==> src/hdl/rsq_map.svh <==
// Register offsets, field positions, reset values and cycle counts of the reset sequencer
`ifndef RSQ_MAP_SVH
`define RSQ_MAP_SVH

// Word offsets on the register bus
`define RSQ_OFS_CAUSE 2'h0
`define RSQ_OFS_CTRL 2'h1
`define RSQ_OFS_WDOG 2'h2

// Field positions in reset_cause_status
`define RSQ_BIT_POR 0
`define RSQ_BIT_PIN 1
`define RSQ_BIT_WDOG 2
`define RSQ_BIT_BADOP 3
`define RSQ_BIT_BADADR 4
`define RSQ_BIT_MON 5
`define RSQ_BIT_LOWSUP 6
`define RSQ_BIT_LOWPWR 7

// Field positions in the control register
`define RSQ_BIT_STOP_OK 0

// Reset values
`define RSQ_CAUSE_RST 8'h81
`define RSQ_CTRL_RST 1'h0

// Cycle counts of the reference clock
`define RSQ_STAB_CYC 4096
`define RSQ_PIN_CYC 32
`define RSQ_HOLD_CYC 32
`define RSQ_EXT_MIN_CYC 4
`define RSQ_WDOG_CYC 262144
`define RSQ_BUS_DIV 4

// Reset vector and its erased content
`define RSQ_VEC_ADDR 16'hFFFE
`define RSQ_ERASED 8'hFF

`endif

==> src/hdl/rsq_pkg.sv <==
// Types shared by the reset sequencer
package rsq_pkg;

    // Sequencer states, one-hot
    typedef enum logic [5:0] {
        RSQ_RUN = 6'h01,
        RSQ_EXT = 6'h02,
        RSQ_LOWSUP = 6'h04,
        RSQ_STAB = 6'h08,
        RSQ_PIN = 6'h10,
        RSQ_HOLD = 6'h20
    } rsq_state_t;

    // Register bus word address
    typedef logic [1:0] rsq_addr_t;

endpackage

==> src/hdl/rsq_top.sv <==
// Reset sequencer with reset-cause status register and Avalon-MM slave
`include "rsq_map.svh"
`timescale 1ns/1ps
`default_nettype none

module rsq_top #(
    parameter int STAB_CYC = `RSQ_STAB_CYC,
    parameter int WDOG_CYC = `RSQ_WDOG_CYC,
    parameter int WDOG_W = 18
) (
    input wire logic i_clk,
    input wire logic i_rst_b,
    input wire logic i_ce,
    input wire rsq_pkg::rsq_addr_t i_avs_address,
    input wire logic i_avs_read,
    input wire logic i_avs_write,
    input wire logic [31:0] i_avs_writedata,
    output logic [31:0] o_avs_readdata,
    output logic o_avs_waitrequest,
    input wire logic i_rst_pin,
    output logic o_rst_pin_o,
    output logic o_rst_pin_oe,
    input wire logic i_low_supply,
    input wire logic i_irq_pin,
    input wire logic i_bad_opcode,
    input wire logic i_stop_exec,
    input wire logic i_fetch_valid,
    input wire logic i_fetch_mapped,
    input wire logic [7:0] i_vec_hi,
    input wire logic [7:0] i_vec_lo,
    input wire logic i_irq_req,
    input wire logic i_insn_done,
    output logic o_core_rst,
    output logic o_clk_hold,
    output logic o_bus_clk_en,
    output logic o_vec_fetch,
    output logic [15:0] o_vec_addr,
    output logic o_irq_take,
    output rsq_pkg::rsq_state_t o_seq_state
);
    import rsq_pkg::*;
    localparam logic [12:0] STAB_LAST = 13'(STAB_CYC - 1);
    localparam logic [12:0] PIN_LAST = 13'(`RSQ_PIN_CYC - 1);
    localparam logic [12:0] HOLD_LAST = 13'(`RSQ_HOLD_CYC - 1);
    localparam logic [2:0] EXT_MIN = 3'(`RSQ_EXT_MIN_CYC);
    localparam logic [WDOG_W-1:0] WDOG_LAST = WDOG_W'(WDOG_CYC - 1);
    localparam logic [1:0] DIV_LAST = 2'(`RSQ_BUS_DIV - 1);
    ////////////////////////////////////////////////////////////////////////
    // Reset release and input synchronisers
    ////////////////////////////////////////////////////////////////////////
    logic rst_meta_r; // First release stage
    logic rst_n; // Released reset copy
    logic [2:0] in_meta_r; // First stage: pin, low supply, irq
    logic [2:0] in_sync_r; // Second stage
    logic pin_s; // Reset pin level
    logic low_s; // Supply detector reports low
    logic irq_s; // Interrupt pin level
    // Two-stage reset release
    always_ff @(posedge i_clk or negedge i_rst_b) begin
        if (!i_rst_b) begin
            rst_meta_r <= 1'b0;
            rst_n <= 1'b0;
        end else begin
            rst_meta_r <= 1'b1;
            rst_n <= rst_meta_r;
        end
    end
    // Pin synchronisers
    always_ff @(posedge i_clk or negedge rst_n) begin
        if (!rst_n) begin
            in_meta_r <= 3'h5;
            in_sync_r <= 3'h5;
        end else if (i_ce) begin
            in_meta_r <= {i_irq_pin, i_low_supply, i_rst_pin};
            in_sync_r <= in_meta_r;
        end
    end
    assign pin_s = in_sync_r[0];
    assign low_s = in_sync_r[1];
    assign irq_s = in_sync_r[2];
    ////////////////////////////////////////////////////////////////////////
    // Register bus slave
    ////////////////////////////////////////////////////////////////////////
    logic ack_r; // Second cycle of an access
    logic req; // Read or write pending
    logic acc; // Access accepted at this edge
    logic rd_cause; // Cause register read accepted
    logic wr_wdog; // Watchdog service write accepted
    logic stop_ok_r; // Stop instruction permitted
    logic [7:0] cause_r; // reset_cause_status
    logic [WDOG_W-1:0] wdog_r; // Watchdog counter
    logic [31:0] rdata_nxt; // Read data mux
    assign req = i_avs_read | i_avs_write;
    // Answer in the second cycle; frozen while the clock enable is low
    assign o_avs_waitrequest = req & ~(ack_r & i_ce);
    assign acc = req & ack_r & i_ce;
    assign rd_cause = acc & i_avs_read & (i_avs_address == `RSQ_OFS_CAUSE);
    assign wr_wdog = acc & i_avs_write & (i_avs_address == `RSQ_OFS_WDOG);
    // Read mux, unmapped reads as zero
    always_comb begin
        rdata_nxt = 32'h0000_0000;
        case (i_avs_address)
            `RSQ_OFS_CAUSE: rdata_nxt = {24'h00_0000, cause_r};
            `RSQ_OFS_CTRL: rdata_nxt = {31'h0000_0000, stop_ok_r};
            `RSQ_OFS_WDOG: rdata_nxt = 32'(wdog_r);
            default: rdata_nxt = 32'h0000_0000;
        endcase
    end
    // Handshake and read data capture in the first cycle
    always_ff @(posedge i_clk or negedge rst_n) begin
        if (!rst_n) begin
            ack_r <= 1'b0;
            o_avs_readdata <= 32'h0000_0000;
        end else if (i_ce) begin
            ack_r <= req & ~ack_r;
            if (req && !ack_r) begin
                o_avs_readdata <= rdata_nxt;
            end
        end
    end
    // Control register write
    always_ff @(posedge i_clk or negedge rst_n) begin
        if (!rst_n) begin
            stop_ok_r <= `RSQ_CTRL_RST;
        end else if (acc && i_avs_write && i_avs_address == `RSQ_OFS_CTRL) begin
            stop_ok_r <= i_avs_writedata[`RSQ_BIT_STOP_OK];
        end
    end

    ////////////////////////////////////////////////////////////////////////
    // Reset sources
    ////////////////////////////////////////////////////////////////////////
    rsq_state_t state_r; // Sequencer state
    rsq_state_t state_nxt;
    logic [12:0] cnt_r; // Cycle counter of the current phase
    logic [12:0] cnt_nxt;
    logic [2:0] ext_r; // Low-pin run length
    logic running; // Core out of reset
    logic wdog_ovf; // Watchdog overflow
    logic bad_op; // Undefined or forbidden opcode
    logic bad_fetch; // Opcode fetch from unmapped space
    logic int_trig; // Any internal reset cause
    logic ext_trig; // External reset recognised
    logic hold_end; // Last cycle of the core hold
    logic por_seq_r; // Sequence began with power-on
    assign running = (state_r == RSQ_RUN);
    assign wdog_ovf = (wdog_r == WDOG_LAST);
    assign bad_op = i_bad_opcode | (i_stop_exec & ~stop_ok_r);
    // Only opcode fetches count, data accesses are not looked at
    assign bad_fetch = i_fetch_valid & ~i_fetch_mapped;
    assign int_trig = running & (wdog_ovf | bad_op | bad_fetch);
    assign ext_trig = running & ~pin_s & (ext_r == EXT_MIN - 3'h1);
    assign hold_end = (state_r == RSQ_HOLD) & (cnt_r == HOLD_LAST);
    // Watchdog counter, cleared by any service write
    always_ff @(posedge i_clk or negedge rst_n) begin
        if (!rst_n) begin
            wdog_r <= '0;
        end else if (i_ce) begin
            if (!running || wr_wdog) begin
                wdog_r <= '0;
            end else begin
                wdog_r <= wdog_r + WDOG_W'(1);
            end
        end
    end
    // Low-pin run length while running
    always_ff @(posedge i_clk or negedge rst_n) begin
        if (!rst_n) begin
            ext_r <= 3'h0;
        end else if (i_ce) begin
            if (running && !pin_s && ext_r != EXT_MIN) begin
                ext_r <= ext_r + 3'h1;
            end else if (pin_s || !running) begin
                ext_r <= 3'h0;
            end
        end
    end

    ////////////////////////////////////////////////////////////////////////
    // Sequencer
    ////////////////////////////////////////////////////////////////////////
    // Next state; low supply overrides every phase
    always_comb begin
        state_nxt = state_r;
        cnt_nxt = cnt_r + 13'h1;
        if (low_s && state_r != RSQ_LOWSUP) begin
            state_nxt = RSQ_LOWSUP;
            cnt_nxt = 13'h0;
        end else begin
            case (state_r)
                RSQ_RUN: begin
                    cnt_nxt = 13'h0;
                    if (int_trig) begin
                        state_nxt = RSQ_PIN;
                    end else if (ext_trig) begin
                        state_nxt = RSQ_EXT;
                    end
                end
                RSQ_EXT: begin
                    cnt_nxt = 13'h0;
                    if (pin_s) begin
                        state_nxt = RSQ_HOLD;
                    end
                end
                RSQ_LOWSUP: begin
                    cnt_nxt = 13'h0;
                    if (!low_s) begin
                        state_nxt = RSQ_STAB;
                    end
                end
                RSQ_STAB: begin
                    if (cnt_r == STAB_LAST) begin
                        state_nxt = RSQ_PIN;
                        cnt_nxt = 13'h0;
                    end
                end
                RSQ_PIN: begin
                    if (cnt_r == PIN_LAST) begin
                        state_nxt = RSQ_HOLD;
                        cnt_nxt = 13'h0;
                    end
                end
                RSQ_HOLD: begin
                    if (hold_end) begin
                        state_nxt = RSQ_RUN;
                        cnt_nxt = 13'h0;
                    end
                end
                default: begin
                    state_nxt = RSQ_STAB;
                    cnt_nxt = 13'h0;
                end
            endcase
        end
    end
    // State and counter; power-on starts in stabilisation
    always_ff @(posedge i_clk or negedge rst_n) begin
        if (!rst_n) begin
            state_r <= RSQ_STAB;
            cnt_r <= 13'h0;
        end else if (i_ce) begin
            state_r <= state_nxt;
            cnt_r <= cnt_nxt;
        end
    end
    // Power-on marker for monitor entry
    always_ff @(posedge i_clk or negedge rst_n) begin
        if (!rst_n) begin
            por_seq_r <= 1'b1;
        end else if (i_ce && hold_end) begin
            por_seq_r <= 1'b0;
        end
    end
    // Pin driven low and clocks held from state decode
    assign o_rst_pin_o = 1'b0;
    assign o_rst_pin_oe = (state_r == RSQ_STAB) | (state_r == RSQ_LOWSUP)
        | (state_r == RSQ_PIN);
    assign o_clk_hold = (state_r == RSQ_STAB) | (state_r == RSQ_LOWSUP);
    assign o_core_rst = ~running;
    assign o_seq_state = state_r;
    // Vector fetch strobe at release of the core
    always_ff @(posedge i_clk or negedge rst_n) begin
        if (!rst_n) begin
            o_vec_fetch <= 1'b0;
            o_vec_addr <= `RSQ_VEC_ADDR;
        end else if (i_ce) begin
            o_vec_fetch <= hold_end;
            o_vec_addr <= `RSQ_VEC_ADDR;
        end
    end
    // Bus clock enable at reference over four, phase reset with the core
    logic [1:0] div_r; // Bus clock divider
    always_ff @(posedge i_clk or negedge rst_n) begin
        if (!rst_n) begin
            div_r <= 2'h0;
            o_bus_clk_en <= 1'b0;
        end else if (i_ce) begin
            div_r <= o_core_rst ? 2'h0 : div_r + 2'h1;
            o_bus_clk_en <= ~o_core_rst & (div_r == DIV_LAST);
        end
    end
    // Interrupt taken only at an instruction boundary, never over an internal reset cause
    always_ff @(posedge i_clk or negedge rst_n) begin
        if (!rst_n) begin
            o_irq_take <= 1'b0;
        end else if (i_ce) begin
            o_irq_take <= running & ~int_trig & i_irq_req & i_insn_done;
        end
    end

    ////////////////////////////////////////////////////////////////////////
    // Reset cause register
    ////////////////////////////////////////////////////////////////////////
    logic [7:0] flag_set; // Flags raised this cycle
    logic [7:0] flag_clr; // Flags reported by the accepted read
    // Set terms per cause
    always_comb begin
        flag_set = 8'h00;
        flag_set[`RSQ_BIT_WDOG] = running & wdog_ovf;
        flag_set[`RSQ_BIT_BADOP] = running & bad_op;
        flag_set[`RSQ_BIT_BADADR] = running & bad_fetch;
        flag_set[`RSQ_BIT_LOWSUP] = low_s & (state_r != RSQ_LOWSUP);
        flag_set[`RSQ_BIT_PIN] = ext_trig | (hold_end & ~pin_s);
        flag_set[`RSQ_BIT_MON] = hold_end & por_seq_r & irq_s & (i_vec_hi == `RSQ_ERASED)
            & (i_vec_lo == `RSQ_ERASED);
    end
    // Only bits shown to the reader are cleared, so a late set survives
    assign flag_clr = rd_cause ? o_avs_readdata[7:0] : 8'h00;
    // Sticky flags; set wins over clear
    always_ff @(posedge i_clk or negedge rst_n) begin
        if (!rst_n) begin
            cause_r <= `RSQ_CAUSE_RST;
        end else if (i_ce) begin
            cause_r <= (cause_r & ~flag_clr) | flag_set;
        end
    end

    ////////////////////////////////////////////////////////////////////////
    // Assertions
    ////////////////////////////////////////////////////////////////////////
    property p_abort;
        @(posedge i_clk) disable iff (!rst_n)
        (int_trig && !low_s && i_ce) |=> (o_core_rst && state_r == RSQ_PIN);
    endproperty
    a_abort: assert property (p_abort) else $error("reset cause did not abort core");
    property p_div;
        @(posedge i_clk) disable iff (!rst_n)
        (o_core_rst && i_ce) |=> (div_r == 2'h0 && !o_bus_clk_en);
    endproperty
    a_div: assert property (p_div) else $error("bus divider not reset");
    property p_pin_len;
        @(posedge i_clk) disable iff (!rst_n)
        (state_r == RSQ_PIN && cnt_r == PIN_LAST && i_ce && !low_s) |=>
            (state_r == RSQ_HOLD && !o_rst_pin_oe && cnt_r == 13'h0);
    endproperty
    a_pin_len: assert property (p_pin_len) else $error("pin phase length wrong");
    property p_hold;
        @(posedge i_clk) disable iff (!rst_n)
        (hold_end && i_ce && !low_s) |=> (o_vec_fetch && !o_core_rst);
    endproperty
    a_hold: assert property (p_hold) else $error("core hold end wrong");
    property p_stab;
        @(posedge i_clk) disable iff (!rst_n)
        (state_r == RSQ_STAB) |-> (o_rst_pin_oe && o_clk_hold && cnt_r <= STAB_LAST);
    endproperty
    a_stab: assert property (p_stab) else $error("stabilisation phase wrong");
    property p_low;
        @(posedge i_clk) disable iff (!rst_n)
        (low_s && i_ce) |=> (o_rst_pin_oe
            && (cause_r[`RSQ_BIT_LOWSUP] || $past(state_r == RSQ_LOWSUP)));
    endproperty
    a_low: assert property (p_low) else $error("low supply not held");
    property p_wdog;
        @(posedge i_clk) disable iff (!rst_n)
        wr_wdog |=> (wdog_r == '0);
    endproperty
    a_wdog: assert property (p_wdog) else $error("watchdog not cleared");
    property p_read_clr;
        @(posedge i_clk) disable iff (!rst_n)
        rd_cause |=> ((cause_r & $past(o_avs_readdata[7:0] & ~flag_set)) == 8'h00);
    endproperty
    a_read_clr: assert property (p_read_clr) else $error("read did not clear");
    property p_sticky;
        @(posedge i_clk) disable iff (!rst_n)
        !rd_cause |=> ((cause_r & $past(cause_r)) == $past(cause_r));
    endproperty
    a_sticky: assert property (p_sticky) else $error("flag lost without read");
    property p_irq;
        @(posedge i_clk) disable iff (!rst_n)
        o_irq_take |-> ($past(i_insn_done) && $past(running));
    endproperty
    a_irq: assert property (p_irq) else $error("interrupt inside instruction");

endmodule
`default_nettype wire

==> config.mk <==
export PLATFORM = sky130hd
export DESIGN_NAME = rsq_top
export DESIGN_NICKNAME = d
export VERILOG_FILES = /design/src/hdl/rsq_pkg.sv /design/src/hdl/rsq_top.sv
export VERILOG_INCLUDE_DIRS = /design/src /design/src/hdl
export SDC_FILE = /design/constraint.sdc
export NUM_CORES = 1
export LEC_CHECK = 0
export BUFFER_PORTS_ARGS = -buffer_cell sky130_fd_sc_hd__buf_4
export CAP_MARGIN = 15
export CORE_MARGIN = 1
export CORE_UTILIZATION = 55
export CTS_BUF_LIST = sky130_fd_sc_hd__clkbuf_16
export CTS_CLUSTER_SIZE = 30
export DETAILED_ROUTE_END_ITERATION = 7
export PLACE_DENSITY = 0.83
export SLEW_MARGIN = 20
export SYNTH_ARGS = -nofsm -noshare
export SYNTH_HDL_FRONTEND = slang
export SYNTH_SLANG_ARGS = --single-unit
==> constraint.sdc <==
create_clock -name i_clk -period 3.85 [get_ports i_clk]
set_clock_uncertainty 0.15 [all_clocks]
set_input_delay 0.1925 -clock i_clk [delete_from_list [all_inputs] [get_ports i_clk]]
set_output_delay 0.1925 -clock i_clk [all_outputs]
set_load 0.03 [all_outputs]
==> reports/qor.csv <==
stage;metric;value;unit
setup_path;critical path cell sequence;nor4_2, and2_1, nand4_1, dlygate4sd3_1, o2bb2ai_1;
finish;area of the multi-input gates;2183;sq um
drt;Vias per Instance;5.793;
setup_path;Setup crit end kind;flip-flop;
die;DIE WIDTH;93.18;um
setup_path;Worst Setup SP;o_seq_state[2];
placed_design;IO Port Bufs;63;
finish;FF+latch area;2066;sq um
timing;Worst-Margin Slew;0.9429;ns
pwr;Net Sw Frac;31.45;%
finish;P&R area growth vs syn;17.84;%
setup_path;Critical R2R Launch;o_seq_state[2];
timing;Tmin final;2.435;ns
pwr;P_sw;816.2;uW
finish;Filler cells;576;
drt;drt total wl;10380;um
timing;FMAX;410.7;MHz
logic_synthesis;Avg Cell Area, Syn;9.525;sq um
setup_path;reg2reg end;o_irq_take;
drt;drc violations;0;
logic_synthesis;Unique masters post-synth;68;
timing;final hold violations;0;
logic_synthesis;post-synthesis compound-gate area fraction;14.59;%
placed_design;placed cell count;621;
logic_synthesis;Ys Warns;0;
clock_network;Root Driver;clkbuf_16;
pwr;Peak supply drop;369.0;uV
timing;Final setup viols;0;
clock_network;H-Tree Level Count;3;
logic_synthesis;largest family of logic cells by synthesized area;simple AND/OR/NAND/NOR gates;
timing;Hold WS;0.003129;ns
setup_path;flop2flop setup slack;1.42;ns
grt;gr ovfl total;0;
clock_network;Skew-Pair Late Insertion Delay;0.34;ns
logic_synthesis;Seq cells post-synth;82;
setup_path;depth of the most critical reg-to-reg path;5;
placed_design;post-detail-place hpwl;6771;um
clock_network;Clock Sinks;82;
pwr;Pint;1779;uW
logic_synthesis;Post-Synth XOR/XNOR Area;3.065;%
die;DIE HEIGHT;93.18;um
finish;Design Area, Final;5388;sq um
logic_synthesis;Post-synth ARST share;100.0;%
die;initial core utilization;57.96;%
pwr;sequential share of power;38.5;%
setup_path;critical path endpoint;o_irq_take;
setup_path;CP required;3.96;ns
pwr;Clock power frac;37.8;%
pwr;leakage;0.002373;uW
clock_network;post-cts sizing count;0;
setup_path;largest fanout on the critical path;12;
placed_design;Placer Congestion;0.8633;
die;Core Region;7888;sq um
clock_network;CTS clk-pin slew, worst paths;0.06;ns
finish;# nets final;609;
run_status;outcome;finished, final reports clean;
logic_synthesis;mapped cell area;4572;sq um
grt;global-route wire length before repair;17220;um
setup_path;crit path launch type;flip-flop;
drt;Pre-Repair DR Iteration Count;5;
logic_synthesis;register area share after synthesis;45.10;%
placed_design;Placement Cell Area;4933;sq um
grt;vias in the first global route;3731;
clock_network;CTS tree;done;
timing;Period Utilization, post-route;63.25;%
logic_synthesis;simple-gate share of the synthesized area;22.14;%
clock_network;CTS buffer count;9;
worst_hold_path;HP Class;input pin to flip-flop;
run;max cap viols;0;
die;row cnt;32;
grt;Global Route Usage Sum;25.18;%
finish;layout cells sized above 1;22.24;%
logic_synthesis;Adder-Cell Fraction of Synth Area;1.642;%
drt;post-DR wirelength/cell;16.07;um
setup_path;slowest stage delay, CP;0.59;ns
timing;TNS Setup;0;ns
drt;post-route antenna net violation count;0;
grt;largest net degree at the start of global routing;81;
die;IO Count;126;
setup_path;CP Buf/Inv Count;1;
setup_path;crit path kind;flip-flop to flip-flop;
logic_synthesis;mux cell area share after synthesis;3.667;%
timing;RSZ-0062 raised after global routing;no;
grt;antenna violations before repair;0;
timing;Slew HR;36.90;%
pwr;Pwr Density;481.8;nW/um^2
setup_path;CP Depth;5;
setup_path;Top delay family on crit path;simple AND/OR/NAND/NOR gates;
setup_path;arrival time at the worst endpoint;2.54;ns
finish;Ant. Diodes;0;
logic_synthesis;number of flops mapped to enable cells by yosys;0;
logic_synthesis;Syn Inst Count;480;
drt;Via Count;3742;
setup_path;Worst path slowest cell;dlygate4sd3_1;
clock_network;CTS Hold Buffers Added;8;
finish;Layout Cells excl Fill;646;
clock_network;setup bufs post-CTS;0;
die;die area;8682;sq um
drt;DRT iter0 DRCs;213;
clock_network;CTS max path bufs;2;
pwr;Combinational Power Share;23.7;%
timing;Slew Viols, Final;0;
logic_synthesis;Primary FF master, synth;dfrtp_1;
cell type report:
| type | count | share of cell area [%] |
|---|---|---|
| Inverter | 22 | 1.579 |
| Clock inverter | 7 | 2.229 |
| Timing Repair Buffer | 72 | 10.78 |
| Multi-Input combinational cell | 352 | 40.52 |
| Clock buffer | 9 | 4.180 |
| Tap cell | 102 | 2.369 |
| Sequential cell | 82 | 38.34 |
logic make-up after synthesis:
family	Yosys count
flip-flops	82
multiplexers	16
XOR/XNOR	16
AND/OR/NAND/NOR	190
AO/OA/AOI/OAI	92
buffers and inverters	76
adder cells (fa/ha/maj)	6
other	2
sequential cells by signal (all words and copies together), names as in the netlist:
signal and cells:
o_bus_clk_en 1, rst_meta_r 1, in_meta_r 3, o_vec_fetch 1
div_r 2, rst_n 1, o_seq_state 6, por_seq_r 1
wdog_r 18, in_sync_r 3, cause_r 8, ack_r 1
cnt_r 13, stop_ok_r 1, ext_r 3, o_irq_take 1
o_avs_readdata 18
power by group through the flow:
| stage | Combinational (uW) | Sequential, uW | Clock [uW] |
|---|---|---|---|
| 5_1_grt | 664 | 1010 | 1020 |
| 3_5_place_dp | 591 | 1030 | 0 |
| 3_3_place_gp | 576 | 1020 | 0 |
| 2_1_floorplan | 464 | 1010 | 0 |
| 6_report | 614 | 1000 | 982 |
| 4_1_cts | 600 | 1010 | 991 |
through the flow:
stage	worst slack (ns)	util, %	total power [uW]
finish	1.415	68.31	2596
floorplan	1.261	-	1474
detailed placement	1.376	62.55	1617
global route	1.263	68.31	2698
global placement	1.449	62.55	1597
CTS	1.437	67.94	2600
layer usage:
| metal | share of wire, % | vias to the layer above | GRT usage, % |
|---|---|---|---|
| met2 | 53 | 125 | 44.30 |
| met4 | 2.1 | 0 | 10.00 |
| met3 | 4.2 | 24 | 6.341 |
| li1 | - | 1765 | - |
| met1 | 41 | 1828 | 29.30 |
| met5 | 0 | - | 0 |
placed cells by master, fill, tap and decap left out, types with 10 or more instances in the layout:
cell       instances
mux2i_1           10
dfrtp_1           73
nor2_1            26
xor2_1            10
o21ai_0           28
o2bb2ai_1         10
buf_4             63
nand2_1           73
nand3_1           18
inv_1             21
nand4_1           15
conb_1            32
Yosys cell counts (all sizes together) (3+ instances only):
library cell | n | area, sq um
a21oi | 6 | 30.03
a31oi | 9 | 56.30
a32o | 3 | 30.03
and2 | 3 | 18.77
and3 | 8 | 51.30
and4 | 8 | 75.07
buf | 44 | 307.8
clkbuf | 10 | 47.54
dfrtp | 74 | 1852
dfstp | 8 | 210.2
ha | 6 | 75.07
inv | 22 | 85.08
mux2 | 6 | 67.56
mux2i | 10 | 100.1
nand2 | 73 | 274.0
nand2b | 4 | 25.02
nand3 | 20 | 117.6
nand4 | 15 | 93.84
nor2 | 27 | 103.9
nor2b | 5 | 31.28
nor3 | 7 | 40.04
nor4 | 8 | 77.57
o21ai | 28 | 140.1
o22ai | 10 | 76.32
o2bb2ai | 10 | 87.58
o31ai | 8 | 60.06
or3 | 3 | 18.77
xnor2 | 6 | 52.55
xor2 | 10 | 87.58
worst reg2reg max path: cells and delay by family, from the launching register on:
| kind | cells | cell delay, ns |
|---|---|---|
| flip-flops | 1 | 0.55 |
| AO/OA/AOI/OAI | 1 | 0.12 |
| buffers and inverters | 1 | 0.59 |
| AND/OR/NAND/NOR | 3 | 0.96 |
worst min path at each step:
stage | start | to | slack (ns) | depth (start not counted)
2_1_floorplan | i_rst_b | rst_meta_r | -0.25 | 0
3_3_place_gp | i_rst_b | rst_meta_r | -0.18 | 1
3_5_place_dp | i_rst_b | rst_meta_r | -0.17 | 1
4_1_cts | i_vec_hi[6] | cause_r[5] | 0.001 | 3
5_1_grt | i_avs_address[0] | o_avs_readdata[3] | 0.03 | 2
6_report | i_vec_hi[6] | cause_r[5] | 0.003 | 3
Power figures use the tool's default switching activity.
